==> src/sysad_pkg.sv <==
package sysad_pkg;
  // command field codes, bits 7:5 and 4:3 of the command bus
  localparam logic [2:0] CMD_READ    = 3'h0;
  localparam logic [2:0] CMD_WRITE   = 3'h2;
  localparam logic [1:0] ATTR_BLOCK  = 2'h2;
  localparam logic [1:0] ATTR_SINGLE = 2'h3;
  // block size codes, bits 1:0 (code 2 reserved)
  localparam logic [1:0] BSZ_4W      = 2'h0;
  localparam logic [1:0] BSZ_8W      = 2'h1;
  localparam logic [1:0] BSZ_6W      = 2'h3;
  // single-access data size codes
  localparam logic [2:0] SZ_WORD     = 3'h3;
  localparam logic [2:0] SZ_DWORD    = 3'h7;
  // data identifier bit positions
  localparam int DID_FLAG  = 8;
  localparam int DID_LAST  = 7;
  localparam int DID_ERR   = 5;
  localparam int DID_NOCHK = 4;
  // bus tenure limit, write-ready slack and own address window
  localparam logic [3:0] MAX_REQS    = 4'h8;
  localparam int         WR_SLACK    = 2;
  localparam logic [31:0] DEV_BASE   = 32'h1F00_0000;
  localparam logic [31:0] DEV_MASK   = 32'hFFF0_0000;
  // write-path pixel formats
  typedef enum logic [2:0] {
    FMT_PACKED   = 3'b000,
    FMT_LUMA     = 3'b001,
    FMT_CHROMA   = 3'b010,
    FMT_MERGE    = 3'b011,
    FMT_MERGE420 = 3'b100
  } fmt_e;
  // bus master states
  typedef enum logic [2:0] {
    S_IDLE = 3'b000,
    S_REQ  = 3'b001,
    S_ADDR = 3'b010,
    S_DATA = 3'b011,
    S_REL  = 3'b100,
    S_RESP = 3'b101
  } mstate_e;
endpackage

==> src/sysad_fifo.sv <==
`timescale 1ns/1ps
`default_nettype none
// small first-word-fall-through queue; DEPTH must be a power of two
module sysad_fifo #(
  parameter int WIDTH = 32,
  parameter int DEPTH = 2
) (
  // clock and reset
  input  wire logic                         clk,
  input  wire logic                         rstn,
  // fill side
  input  wire logic                         inValid,
  output logic                              inReady,
  input  wire logic [WIDTH-1:0]             inData,
  // drain side
  output logic                              outValid,
  input  wire logic                         outReady,
  output logic [WIDTH-1:0]                  outData,
  output logic [$clog2(DEPTH+1)-1:0]        level
);
  localparam int AW = (DEPTH > 1) ? $clog2(DEPTH) : 1;
  localparam int LW = $clog2(DEPTH+1);
  logic [WIDTH-1:0] mem [DEPTH];   // storage, no reset needed
  logic [AW-1:0]    wrPtr;         // next slot to fill
  logic [AW-1:0]    rdPtr;         // oldest slot
  wire push = inValid & inReady;
  wire pop  = outValid & outReady;
  assign inReady  = level != LW'(DEPTH);
  assign outValid = level != '0;
  assign outData  = mem[rdPtr];
  // storage write
  always_ff @(posedge clk) begin
    if (push) begin
      mem[wrPtr] <= inData;
    end
  end
  // pointers and fill level
  always_ff @(posedge clk or negedge rstn) begin
    if (!rstn) begin
      wrPtr <= '0;
      rdPtr <= '0;
      level <= '0;
    end else begin
      if (push) wrPtr <= wrPtr + AW'(1);
      if (pop) rdPtr <= rdPtr + AW'(1);
      level <= level + LW'(push) - LW'(pop);
    end
  end
endmodule
`default_nettype wire

==> src/sysad_host_dma_interface.sv <==
// Contract
// - drop write-ready when host buffer nearly full
// - keep room for two late host writes
// - host valid-out plus decode starts slave cycles
// - drive own valid-in for host reads
// - request bus, wait for grant
// - use master lines, honour write/read ready
// - reads doubleword aligned, 8 to 32 bytes; word-only reads go out as 4-byte SZ_WORD reads at curAddr
// - single doubleword uses non-block command
// - mix single and block reads freely
// - never cross a 32-byte memory word
// - release after eight requests, await responses
// - queue upper/lower validity per response doubleword
// - small accesses use full size encoding
// - rectangles with line skips, split spans
// - block writes: address then 2-4 doublewords
// - realign unaligned writes at next doubleword
// - extract luma/chroma, duplicate chroma for 4:2:0
// - even parity on address, command, data
// - check-enable bit from config, default off
// - bus edges found from link clock, FIFOs cross
// - block size codes 0,1,3 mean 4,8,6 words
// - erroneous response data raises interrupt
`timescale 1ns/1ps
`default_nettype none
module sysad_host_dma_interface #(
  parameter int HOST_DEPTH = 4
) (
  // clock and reset
  input  wire logic        sys_clk,
  input  wire logic        rstn,
  // bus pins
  input  wire logic        system_bus_clock,
  input  wire logic [63:0] sysAdIn,
  output logic      [63:0] sysAdOut,
  output logic      [7:0]  sysAdChk,
  input  wire logic [8:0]  sysCmdIn,
  output logic      [8:0]  sysCmdOut,
  output logic             sysCmdChk,
  output logic             busOe_n,
  input  wire logic        hostValidOut_n,
  output logic             host_read_valid_drive_n,
  output logic             dev_write_ready_n,
  output logic             bus_request_n,
  input  wire logic        bus_grant_n,
  input  wire logic        master_valid_in_n,
  output logic             master_valid_out_n,
  output logic             master_release_n,
  input  wire logic        wrRdy_n,
  input  wire logic        rdRdy_n,
  output logic             dev_interrupt_n,
  // host writes toward internals
  output logic             hostWrValid,
  input  wire logic        hostWrReady,
  output logic [98:0]      hostWrEntry,
  // host reads from internals
  output logic             hostRdReq,
  output logic      [31:0] hostRdAddr,
  output logic      [2:0]  hostRdSize,
  input  wire logic        hostRdDone,
  input  wire logic [63:0] hostRdData,
  // dma command
  input  wire logic        dmaValid,
  output logic             dmaReady,
  input  wire logic        dmaWrite,
  input  wire logic [31:0] dmaAddr,
  input  wire logic [8:0]  dmaLineBytes,
  input  wire logic [7:0]  dmaLines,
  input  wire logic [15:0] dmaStride,
  input  wire logic [2:0]  dmaMode,
  // dma write data
  input  wire logic        wrValid,
  output logic             wrReady,
  input  wire logic [31:0] wrA,
  input  wire logic [31:0] wrB,
  output logic             chromaRepeat,
  // dma read data
  output logic             rdValid,
  output logic      [63:0] rdData,
  output logic      [1:0]  rdMask,
  // configuration
  input  wire logic        cfgDataCheck,
  input  wire logic        intAck
);
  localparam int PW = 79;
  localparam int LW = $clog2(HOST_DEPTH+1);

  // three-stage pin sampling, bitwise agreement filter
  wire  [PW-1:0] pinRaw = {system_bus_clock, hostValidOut_n, bus_grant_n, master_valid_in_n,
                           wrRdy_n, rdRdy_n, sysCmdIn, sysAdIn};
  logic [PW-1:0] s1, s2, s3;   // raw sampling chain
  logic [PW-1:0] pin;          // filtered pin levels
  always_ff @(posedge sys_clk or negedge rstn) begin
    if (!rstn) begin
      s1 <= {PW{1'b1}};
      s2 <= {PW{1'b1}};
      s3 <= {PW{1'b1}};
    end else begin
      s1 <= pinRaw;
      s2 <= s1;
      s3 <= s2;
    end
  end
  genvar gi;
  generate
    for (gi = 0; gi < PW; gi++) begin : g_filt
      // a change counts only once stages two and three agree
      always_ff @(posedge sys_clk or negedge rstn) begin
        if (!rstn) pin[gi] <= 1'b1;
        else if (s2[gi] == s3[gi]) pin[gi] <= s3[gi];
      end
    end
  endgenerate
  wire        pSclk   = pin[78];
  wire        pHost_n = pin[77];
  wire        pGnt_n  = pin[76];
  wire        pVin_n  = pin[75];
  wire        pWrRdy_n = pin[74];
  wire        pRdRdy_n = pin[73];
  wire  [8:0] pCmd    = pin[72:64];
  wire [63:0] pAd     = pin[63:0];

  // bus clock rising edge becomes a one-cycle enable
  logic sclkLast;
  always_ff @(posedge sys_clk or negedge rstn) begin
    if (!rstn) sclkLast <= 1'b1;
    else sclkLast <= pSclk;
  end
  wire sEdge = pSclk & ~sclkLast;

  // master engine state
  sysad_pkg::mstate_e state;
  logic [31:0] curAddr, lineBase;   // walk position
  logic [8:0]  lineLeft, lineBytes; // bytes left in line, line length
  logic [7:0]  linesLeft;           // lines still to walk
  logic [15:0] stride;              // line skip distance
  logic        isWrite, lineOdd, walkDone, checkEn, wrPend, rdPend, rdDrive;
  logic [3:0]  reqCount, outstanding;
  logic [2:0]  dwLeft, mode;
  logic [31:0] pendAddr;
  logic [2:0]  pendSize;
  logic [63:0] rdHold, dwHold;
  logic [1:0]  halfHave;
  wire busOwned = (state == sysad_pkg::S_ADDR) || (state == sysad_pkg::S_DATA);

  // slave decode of processor cycles
  wire cmdCycle = ~pCmd[sysad_pkg::DID_FLAG];
  wire hit      = (pAd[31:0] & sysad_pkg::DEV_MASK) == sysad_pkg::DEV_BASE;
  wire hostAddr = sEdge & ~pHost_n & cmdCycle & hit & ~busOwned;
  wire isBlk    = pCmd[4:3] == sysad_pkg::ATTR_BLOCK;
  wire blkHit   = hostAddr & isBlk;
  wire hostWrA  = hostAddr & ~isBlk & (pCmd[7:5] == sysad_pkg::CMD_WRITE);
  wire hostRdA  = hostAddr & ~isBlk & (pCmd[7:5] == sysad_pkg::CMD_READ);
  wire hostData = sEdge & ~pHost_n & ~cmdCycle & wrPend;
  wire hostRdBusy = rdPend | rdDrive;

  // host write buffer
  logic [LW-1:0] hostLevel;
  sysad_fifo #(.WIDTH(99), .DEPTH(HOST_DEPTH)) u_hostq (
    .clk(sys_clk), .rstn(rstn), .inValid(hostData), .inReady(),
    .inData({pendAddr, pAd, pendSize}), .outValid(hostWrValid),
    .outReady(hostWrReady), .outData(hostWrEntry), .level(hostLevel));
  // free slots, counting a write whose data is still due
  wire [LW:0] hostFree = (LW+1)'(HOST_DEPTH) - {1'b0, hostLevel} - (LW+1)'(wrPend);

  // slave cycle tracking
  always_ff @(posedge sys_clk or negedge rstn) begin
    if (!rstn) begin
      wrPend <= 1'b0;
      rdPend <= 1'b0;
      rdDrive <= 1'b0;
      pendAddr <= 32'h0000_0000;
      pendSize <= 3'h0;
      hostRdReq <= 1'b0;
      hostRdAddr <= 32'h0000_0000;
      hostRdSize <= 3'h0;
      rdHold <= 64'h0;
      dev_write_ready_n <= 1'b1;
    end else begin
      hostRdReq <= hostRdA;
      // stop the host while two late writes still fit
      dev_write_ready_n <= hostFree <= (LW+1)'(sysad_pkg::WR_SLACK);
      if (hostWrA) begin
        wrPend <= 1'b1;
        pendAddr <= pAd[31:0];
        pendSize <= pCmd[2:0];
      end else if (hostData) begin
        wrPend <= 1'b0;
      end
      if (hostRdA) begin
        rdPend <= 1'b1;
        hostRdAddr <= pAd[31:0];
        hostRdSize <= pCmd[2:0];
      end else if (rdPend && hostRdDone) begin
        rdPend <= 1'b0;
        rdDrive <= 1'b1;
        rdHold <= hostRdData;
      end else if (rdDrive && sEdge) begin
        rdDrive <= 1'b0;
      end
    end
  end

  // sticky interrupt, set wins over acknowledge
  wire respErr = (state == sysad_pkg::S_RESP) & sEdge & ~pVin_n & pCmd[sysad_pkg::DID_FLAG]
                 & pCmd[sysad_pkg::DID_ERR];
  wire hostErr = hostData & pCmd[sysad_pkg::DID_ERR];
  always_ff @(posedge sys_clk or negedge rstn) begin
    if (!rstn) dev_interrupt_n <= 1'b1;
    else if (blkHit || respErr || hostErr) dev_interrupt_n <= 1'b0;
    else if (intAck) dev_interrupt_n <= 1'b1;
  end

  // configuration: resets to no checking
  always_ff @(posedge sys_clk or negedge rstn) begin
    if (!rstn) checkEn <= 1'b0;
    else checkEn <= cfgDataCheck;
  end

  // request splitting within a line
  wire       wordOnly = curAddr[2] | (lineLeft < 9'h008);
  wire [2:0] room     = 3'h4 - {1'b0, curAddr[4:3]};
  wire [5:0] lineDw   = lineLeft[8:3];
  wire [2:0] nDw      = (lineDw >= {3'h0, room}) ? room : lineDw[2:0];
  wire [8:0] chunk    = wordOnly ? 9'h004 : {3'h0, nDw, 3'h0};
  wire       single   = wordOnly | (nDw == 3'h1);
  wire [1:0] bsz      = (nDw == 3'h2) ? sysad_pkg::BSZ_4W :
                        (nDw == 3'h3) ? sysad_pkg::BSZ_6W : sysad_pkg::BSZ_8W;
  wire [2:0] szField  = single ? (wordOnly ? sysad_pkg::SZ_WORD : sysad_pkg::SZ_DWORD)
                               : {1'b0, bsz};
  wire [1:0] needMask = wordOnly ? (curAddr[2] ? 2'h2 : 2'h1) : 2'h3;
  wire [31:0] reqAddr = wordOnly ? curAddr : {curAddr[31:3], 3'h0};
  wire       lastChunk = lineLeft == chunk;
  wire [8:0] cmdAddrW = {1'b0, isWrite ? sysad_pkg::CMD_WRITE : sysad_pkg::CMD_READ,
                         single ? sysad_pkg::ATTR_SINGLE : sysad_pkg::ATTR_BLOCK, szField};

  // validity queue for read responses
  logic       qReady, qValid;
  logic [1:0] qMask;
  wire issueRd = sEdge & (state == sysad_pkg::S_ADDR) & ~isWrite & ~pRdRdy_n & qReady;
  wire issueWr = sEdge & (state == sysad_pkg::S_ADDR) & isWrite & ~pWrRdy_n;
  wire respDw  = sEdge & (state == sysad_pkg::S_RESP) & ~pVin_n & pCmd[sysad_pkg::DID_FLAG];
  wire respEnd = respDw & ~pCmd[sysad_pkg::DID_LAST];
  sysad_fifo #(.WIDTH(2), .DEPTH(8)) u_maskq (
    .clk(sys_clk), .rstn(rstn), .inValid(issueRd), .inReady(qReady), .inData(needMask),
    .outValid(qValid), .outReady(respEnd), .outData(qMask), .level());

  // write data: format, then two-entry buffer toward the bus
  logic [31:0] fmtWord;
  always_comb begin
    case (mode)
      sysad_pkg::FMT_LUMA:     fmtWord = {wrB[23:16], wrB[7:0], wrA[23:16], wrA[7:0]};
      sysad_pkg::FMT_CHROMA:   fmtWord = {wrB[31:24], wrB[15:8], wrA[31:24], wrA[15:8]};
      sysad_pkg::FMT_MERGE,
      sysad_pkg::FMT_MERGE420: fmtWord = {wrB[15:8], wrA[15:8], wrB[7:0], wrA[7:0]};
      default:                 fmtWord = wrA;
    endcase
  end
  logic        bufValid;
  logic [31:0] bufWord;
  wire dwReady = (halfHave & needMask) == needMask;
  wire sendDw  = sEdge & (state == sysad_pkg::S_DATA) & dwReady;
  wire gather  = isWrite & (state != sysad_pkg::S_IDLE) & ~sendDw & ~dwReady;
  wire bufPop  = gather & bufValid;
  sysad_fifo #(.WIDTH(32), .DEPTH(2)) u_wrbuf (
    .clk(sys_clk), .rstn(rstn), .inValid(wrValid), .inReady(wrReady), .inData(fmtWord),
    .outValid(bufValid), .outReady(bufPop), .outData(bufWord), .level());

  // doubleword assembly; lower address word sits in bits 31:0
  always_ff @(posedge sys_clk or negedge rstn) begin
    if (!rstn) begin
      dwHold <= 64'h0;
      halfHave <= 2'h0;
    end else if (sendDw) begin
      halfHave <= 2'h0;
    end else if (bufPop && needMask[0] && !halfHave[0]) begin
      dwHold[31:0] <= bufWord;
      halfHave[0] <= 1'b1;
    end else if (bufPop) begin
      dwHold[63:32] <= bufWord;
      halfHave[1] <= 1'b1;
    end
  end

  // master sequencing and rectangle walk
  wire advance = issueRd | (sendDw & (dwLeft == 3'h1));
  always_ff @(posedge sys_clk or negedge rstn) begin
    if (!rstn) begin
      state <= sysad_pkg::S_IDLE;
      {curAddr, lineBase, stride} <= 80'h0;
      {lineLeft, lineBytes, linesLeft} <= 26'h0;
      {isWrite, lineOdd, walkDone, mode, dwLeft} <= 9'h0;
      reqCount <= 4'h0;
      outstanding <= 4'h0;
    end else begin
      if (advance) begin
        reqCount <= reqCount + 4'h1;
        if (!lastChunk) begin
          curAddr <= curAddr + {23'h0, chunk};
          lineLeft <= lineLeft - chunk;
        end else if (linesLeft == 8'h01) begin
          walkDone <= 1'b1;
        end else begin
          // skip to the next line of the rectangle
          lineBase <= lineBase + {16'h0, stride};
          curAddr <= lineBase + {16'h0, stride};
          lineLeft <= lineBytes;
          linesLeft <= linesLeft - 8'h01;
          lineOdd <= ~lineOdd;
        end
      end
      case (state)
        sysad_pkg::S_IDLE: if (dmaValid && dmaReady) begin
          {curAddr, lineBase} <= {dmaAddr, dmaAddr};
          {lineLeft, lineBytes} <= {dmaLineBytes, dmaLineBytes};
          {linesLeft, stride, mode} <= {dmaLines, dmaStride, dmaMode};
          {isWrite, lineOdd, walkDone} <= {dmaWrite, 2'b00};
          state <= sysad_pkg::S_REQ;
        end
        // host reads are finished before the bus is asked for
        sysad_pkg::S_REQ: if (sEdge && !pGnt_n && !hostRdBusy) begin
          reqCount <= 4'h0;
          state <= sysad_pkg::S_ADDR;
        end
        sysad_pkg::S_ADDR: if (issueWr) begin
          dwLeft <= single ? 3'h1 : nDw;
          state <= sysad_pkg::S_DATA;
        end else if (issueRd) begin
          outstanding <= outstanding + 4'h1;
          if (lastChunk && linesLeft == 8'h01 || reqCount == sysad_pkg::MAX_REQS - 4'h1)
            state <= sysad_pkg::S_REL;
        end
        sysad_pkg::S_DATA: if (sendDw) begin
          dwLeft <= dwLeft - 3'h1;
          if (dwLeft == 3'h1)
            state <= (lastChunk && linesLeft == 8'h01 || reqCount == sysad_pkg::MAX_REQS - 4'h1)
                     ? sysad_pkg::S_REL : sysad_pkg::S_ADDR;
        end
        sysad_pkg::S_REL: if (sEdge) begin
          state <= !isWrite ? sysad_pkg::S_RESP : walkDone ? sysad_pkg::S_IDLE : sysad_pkg::S_REQ;
        end
        sysad_pkg::S_RESP: if (respEnd) begin
          outstanding <= outstanding - 4'h1;
        end else if (outstanding == 4'h0) begin
          state <= walkDone ? sysad_pkg::S_IDLE : sysad_pkg::S_REQ;
        end
        default: state <= sysad_pkg::S_IDLE;
      endcase
    end
  end

  // user-facing status and read data
  always_ff @(posedge sys_clk or negedge rstn) begin
    if (!rstn) begin
      dmaReady <= 1'b0;
      chromaRepeat <= 1'b0;
      rdValid <= 1'b0;
      rdData <= 64'h0;
      rdMask <= 2'h0;
    end else begin
      dmaReady <= (state == sysad_pkg::S_IDLE) && !hostRdBusy && !(dmaValid && dmaReady);
      // source replays the chroma line on odd lines
      chromaRepeat <= lineOdd && (mode == sysad_pkg::FMT_MERGE420);
      rdValid <= respDw;
      if (respDw) begin
        rdData <= pAd;
        rdMask <= qValid ? qMask : 2'h3;
      end
    end
  end

  // bus pin drive, refreshed once per bus clock
  wire [8:0] didOut = {1'b1, 1'b0, 1'b0, 1'b0, ~checkEn, 4'h0};
  always_ff @(posedge sys_clk or negedge rstn) begin
    if (!rstn) begin
      sysAdOut <= 64'h0;
      sysCmdOut <= 9'h000;
      busOe_n <= 1'b1;
      host_read_valid_drive_n <= 1'b1;
      master_valid_out_n <= 1'b1;
      master_release_n <= 1'b1;
      bus_request_n <= 1'b1;
    end else if (sEdge) begin
      busOe_n <= 1'b1;
      host_read_valid_drive_n <= 1'b1;
      master_valid_out_n <= 1'b1;
      master_release_n <= 1'b1;
      bus_request_n <= !((state == sysad_pkg::S_REQ) && !hostRdBusy);
      if (issueRd || issueWr) begin
        sysAdOut <= {32'h0, reqAddr};
        sysCmdOut <= cmdAddrW;
        busOe_n <= 1'b0;
        master_valid_out_n <= 1'b0;
        bus_request_n <= 1'b0;
      end else if (sendDw) begin
        sysAdOut <= dwHold;
        sysCmdOut <= {1'b1, dwLeft != 3'h1, 1'b1, didOut[5:0]};
        busOe_n <= 1'b0;
        master_valid_out_n <= 1'b0;
        bus_request_n <= 1'b0;
      end else if (busOwned) begin
        bus_request_n <= 1'b0;
      end else if (state == sysad_pkg::S_REL) begin
        master_release_n <= 1'b0;
      end else if (rdDrive) begin
        sysAdOut <= rdHold;
        sysCmdOut <= didOut;
        busOe_n <= 1'b0;
        host_read_valid_drive_n <= 1'b0;
      end
    end
  end

  // even parity, one cycle behind the driven values
  generate
    for (gi = 0; gi < 8; gi++) begin : g_par
      always_ff @(posedge sys_clk or negedge rstn) begin
        if (!rstn) sysAdChk[gi] <= 1'b0;
        else sysAdChk[gi] <= ^sysAdOut[8*gi +: 8];
      end
    end
  endgenerate
  always_ff @(posedge sys_clk or negedge rstn) begin
    if (!rstn) sysCmdChk <= 1'b0;
    else sysCmdChk <= ^sysCmdOut;
  end
endmodule
`default_nettype wire

==> config.mk <==
export PLATFORM = sky130hd
export DESIGN_NAME = sysad_host_dma_interface
export DESIGN_NICKNAME = d
export VERILOG_FILES = /design/src/sysad_pkg.sv /design/src/sysad_fifo.sv /design/src/sysad_host_dma_interface.sv
export SDC_FILE = /design/constraint.sdc
export NUM_CORES = 2
export LEC_CHECK = 0
export BUFFER_PORTS_ARGS = -buffer_cell sky130_fd_sc_hd__buf_4
export CAP_MARGIN = 15
export CORE_MARGIN = 8
export CORE_UTILIZATION = 35
export DETAILED_ROUTE_END_ITERATION = 12
export GPL_ROUTABILITY_DRIVEN = 0
export PLACE_DENSITY = 0.6
export SETUP_SLACK_MARGIN = 0.4
export SKIP_LAST_GASP = 1
export SLEW_MARGIN = 20
export SYNTH_ARGS = -nofsm -noshare
export SYNTH_HDL_FRONTEND = slang
export SYNTH_SLANG_ARGS = --single-unit
export TNS_END_PERCENT = 50
==> constraint.sdc <==
create_clock -name sys_clk -period 3.85 [get_ports sys_clk]
set_input_delay 0.1925 -clock sys_clk [delete_from_list [all_inputs] [get_ports sys_clk]]
set_output_delay 0.1925 -clock sys_clk [all_outputs]
set_load 0.02 [all_outputs]
==> impl_metrics.tcl <==
set metrics [dict create \
    status "finished with violations" \
    violations "setup timing" \
    synth_compound_area_share_pct 6.58 \
    skew_ns 0.0483 \
    crit_fanout 4 \
    cts_tree "built" \
    synth.most_common_cell "dfrtp_1" \
    clockBufferDepth 3 \
    hold_path_class "primary input to async pin" \
    slew_headroom_pct 26.6 \
    clock_sink_count 1302 \
    synth_top_family_by_area "multiplexers" \
    yosysTopAreaCellShare_pct 28.1 \
    maxSlewViolCount 0 \
    grt_pass1_wl_um 220000 \
    ys_ff_latch 1302 \
    crit_type "register to register" \
    setup_slack_ns -0.168 \
    drtIter0Drc 2128 \
    ys_seq_area_share_pct 69.4 \
    clkLatencyLatePin_ns 0.79 \
    start_kind "register" \
    core_area_mm2 0.145 \
    ys_types 83 \
    yosys.area_share.simple_pct 8.41 \
    cts_made_buffers 144 \
    peakVddDrop_mv 0.665 \
    path_common_cell "ha_1" \
    place_ws_ns -0.344 \
    arrival_ns 4.67 \
    synthAdderAreaFrac_pct 3.03 \
    post-dp-hpwl_um 98900 \
    endpoint_kind "register" \
    multi_input_area_mm2 0.0151 \
    slowest_stage "or3_4" \
    grt_max_degree 104 \
    netlist_area_mm2 0.0510 \
    rows 140 \
    synthTopCellsByCount "502 x dfrtp_1, 492 x nand2_1, 476 x edfxtp_1, 324 x dfstp_2, 223 x nor2_1" \
    power_leakage_nw 27.6 \
    drive_gt1_share_pct 34.4 \
    fin_crit_ns 4.02 \
    fmax_ghz 0.249 \
    wl_per_cell_um 22.2 \
    die_area_mm2 0.158 \
    p_per_area_mw_per_mm2 719 \
    yosys_warnings 0 \
    initial_core_util_pct 35.1 \
    setup_viol 48 \
    crit_chain "inv_1 > ha_1 > inv_1 > ha_1 > a21o_1 > a211o_4 > mux2i_2 > nor2_2 > buf_4 > buf_4 > ha_1 > o21ai_0 > o21bai_1 > nand3_1 > or3_4 > a21o_1 > a31oi_1 > nand3_1" \
    nNetsFinal 4895 \
    dr.pass1.iters 5 \
    postRouteAntennaNets 0 \
    yosys.area.top_type "edfxtp_1" \
    synth_area_per_cell_um2 14.3 \
    root_buffer "clkbuf_16" \
    syn-instance-count 3552 \
    hold_violations 0 \
    antenna_found_initial 12 \
    critPathMaxStageDelay_ns 0.40 \
    h-tree-depth 4 \
    synth_edf_count 476 \
    syn_nets 3893 \
    fillers 12700 \
    grt_pass1_vias 34500 \
    routed_wl_um 147000 \
    async_reset_ff_share_pct 63.4 \
    synth_top_cells_by_area "edfxtp_1 28%, dfrtp_1 25%, dfstp_2 17%" \
    critPathRequiredTime_ns 4.50 \
    grt_util_all_layers_pct 18.2 \
    synthMuxAreaShare_pct 8.61 \
    die_x_um 398 \
    overflow 0 \
    drc 0 \
    die_h_um 398 \
    tightest_slew_ns 1.10 \
    period_share_pct 104 \
    seq_area_mm2 0.0354 \
    ys.flop_type "dfrtp_1" \
    cap_viol_max_count 0 \
    syn_to_final_growth_pct 31.5 \
    io_pins 579 \
    io_buffers 577 \
    viasPerCell 4.99 \
    hold-worst-slack_ns 0.0597 \
    vias 32900 \
    clk_pin_slew_ns 0.06 \
    cp_num_buf_inv 4 \
    rsz0062_at_grt "yes" \
    critPathTopFamily "compound AO/OA/AOI/OAI gates" \
    synth_xor_area_share_pct 2.06 \
]
[sequential cells by signal, summed over array words and instances (netlist names), 16 cells and up]
name,flops
curAddr,32
dwHold,64
hostRdAddr,32
lineBase,32
pAd,64
pendAddr,32
rdData,64
rdHold,64
s1,79
s2,79
s3,79
stride,16
sysAdOut,64
u_hostq.mem,396
u_maskq.mem,16
u_wrbuf.mem,64
[layer usage]
metal  global-route usage, %  share of wire, %  vias to the layer above
met5                       0             0.044                        -
met4                    6.94               3.7                       10
met3                    4.57               6.5                      259
met2                    29.7                48                     1080
met1                    23.3                42                    16700
li1                        -                 -                    14900
[cell usage in the layout, fill, tap and decap left out, types with 19 or more instances in the layout]
cell type and n:
buf_4 673, dfrtp_1 499, nand2_1 480, edfxtp_1 476, dfstp_2 324, dlygate4sd3_1 296, nor2_1 216, clkbuf_16 149
a21oi_1 110, mux4_2 105, a31oi_1 97, o21ai_0 87, xnor2_1 86, maj3_1 79, mux2_2 63, mux2_4 61
nand3_1 58, a22oi_1 57, inv_1 55, ha_1 49, clkbuf_1 40, mux2i_1 38, xor2_1 34, buf_12 31
nor3_1 24, a221o_1 22, o211ai_1 21, nor2b_1 19, nand4_1 19, clkinv_2 19
[worst paths after layout]
kind / start / endpoint / slack, ns / depth (start not counted)
worst max-delay path: curAddr[4]$_DFF_PN0_ / curAddr[29]$_DFF_PN0_ / -0.17 / 18
worst min-delay path: rstn / hostRdAddr[28]$_DFFE_PN0P_ / 0.06 / 2
worst max register to register: curAddr[4]$_DFF_PN0_ / curAddr[29]$_DFF_PN0_ / -0.17 / 18
worst min register to register: s1[64]$_DFF_PN1_ / s2[64]$_DFF_PN1_ / 0.33 / 0
max in group asynchronous: rstn / s3[21]$_DFF_PN1_ / 2.64 / 3
min in group sys_clk: sysAdIn[9] / s1[9]$_DFF_PN1_ / 0.08 / 2
[power by group]
group          leakage [nW]  switching (mW)  total [mW]  internal, mW
combinational          11.0            8.14        14.8          6.61
sequential             14.2            2.49        19.5          17.0
clock                  2.36            5.81        13.9          8.08
total                  27.6            16.4        48.1          31.7
[per-stage QoR]
| step | instances | utilization [%] | TNS (ns) | power (mW) | instance area, um2 |
|---|---|---|---|---|---|
| floorplan | 3552 | - | -28.22 | 27.5 | 51000 |
| global placement | 5999 | 40.2 | -7.79 | 33.4 | 58300 |
| detailed placement | 5999 | 40.2 | -11.37 | 33.6 | 58300 |
| CTS | 6587 | 46.0 | -3.07 | 48.5 | 66700 |
| global route | 6594 | 46.2 | -16.05 | 50.6 | 67000 |
| finish | 6604 | 46.2 | -3.05 | 48.1 | 67000 |
[logic make-up after synthesis]
family | count (synthesis)
adders and majority gates | 136
xor gates and xnor gates | 120
DFF | 1302
buffers and inverters | 231
muxes | 269
other | 1
AOI/OAI and AO/OA | 526
and+or+nand+nor | 967
[final cells by class]
class,count,area share (%)
Tap cell,1917,3.58
Inverter,58,0.325
Clock inverter,62,1.15
Clock buffer,206,6.12
Timing Repair Buffer,1028,13.5
Multi-Input combinational cell,2020,22.5
Sequential cell,1302,52.8
Antenna cell,11,0.0411
[what timing repair did]
action / in CTS / in global routing
gates cloned: 4 / 1
endpoints found under the hold margin: 398 / 0
pin swaps: 52 / 31
resized for setup: 75 / 48
buffers inserted: 20 / 5
setup endpoints to repair: 86 / 135
hold buffers: 296 / 0
Note: power is estimated with default switching activity, not from simulation.
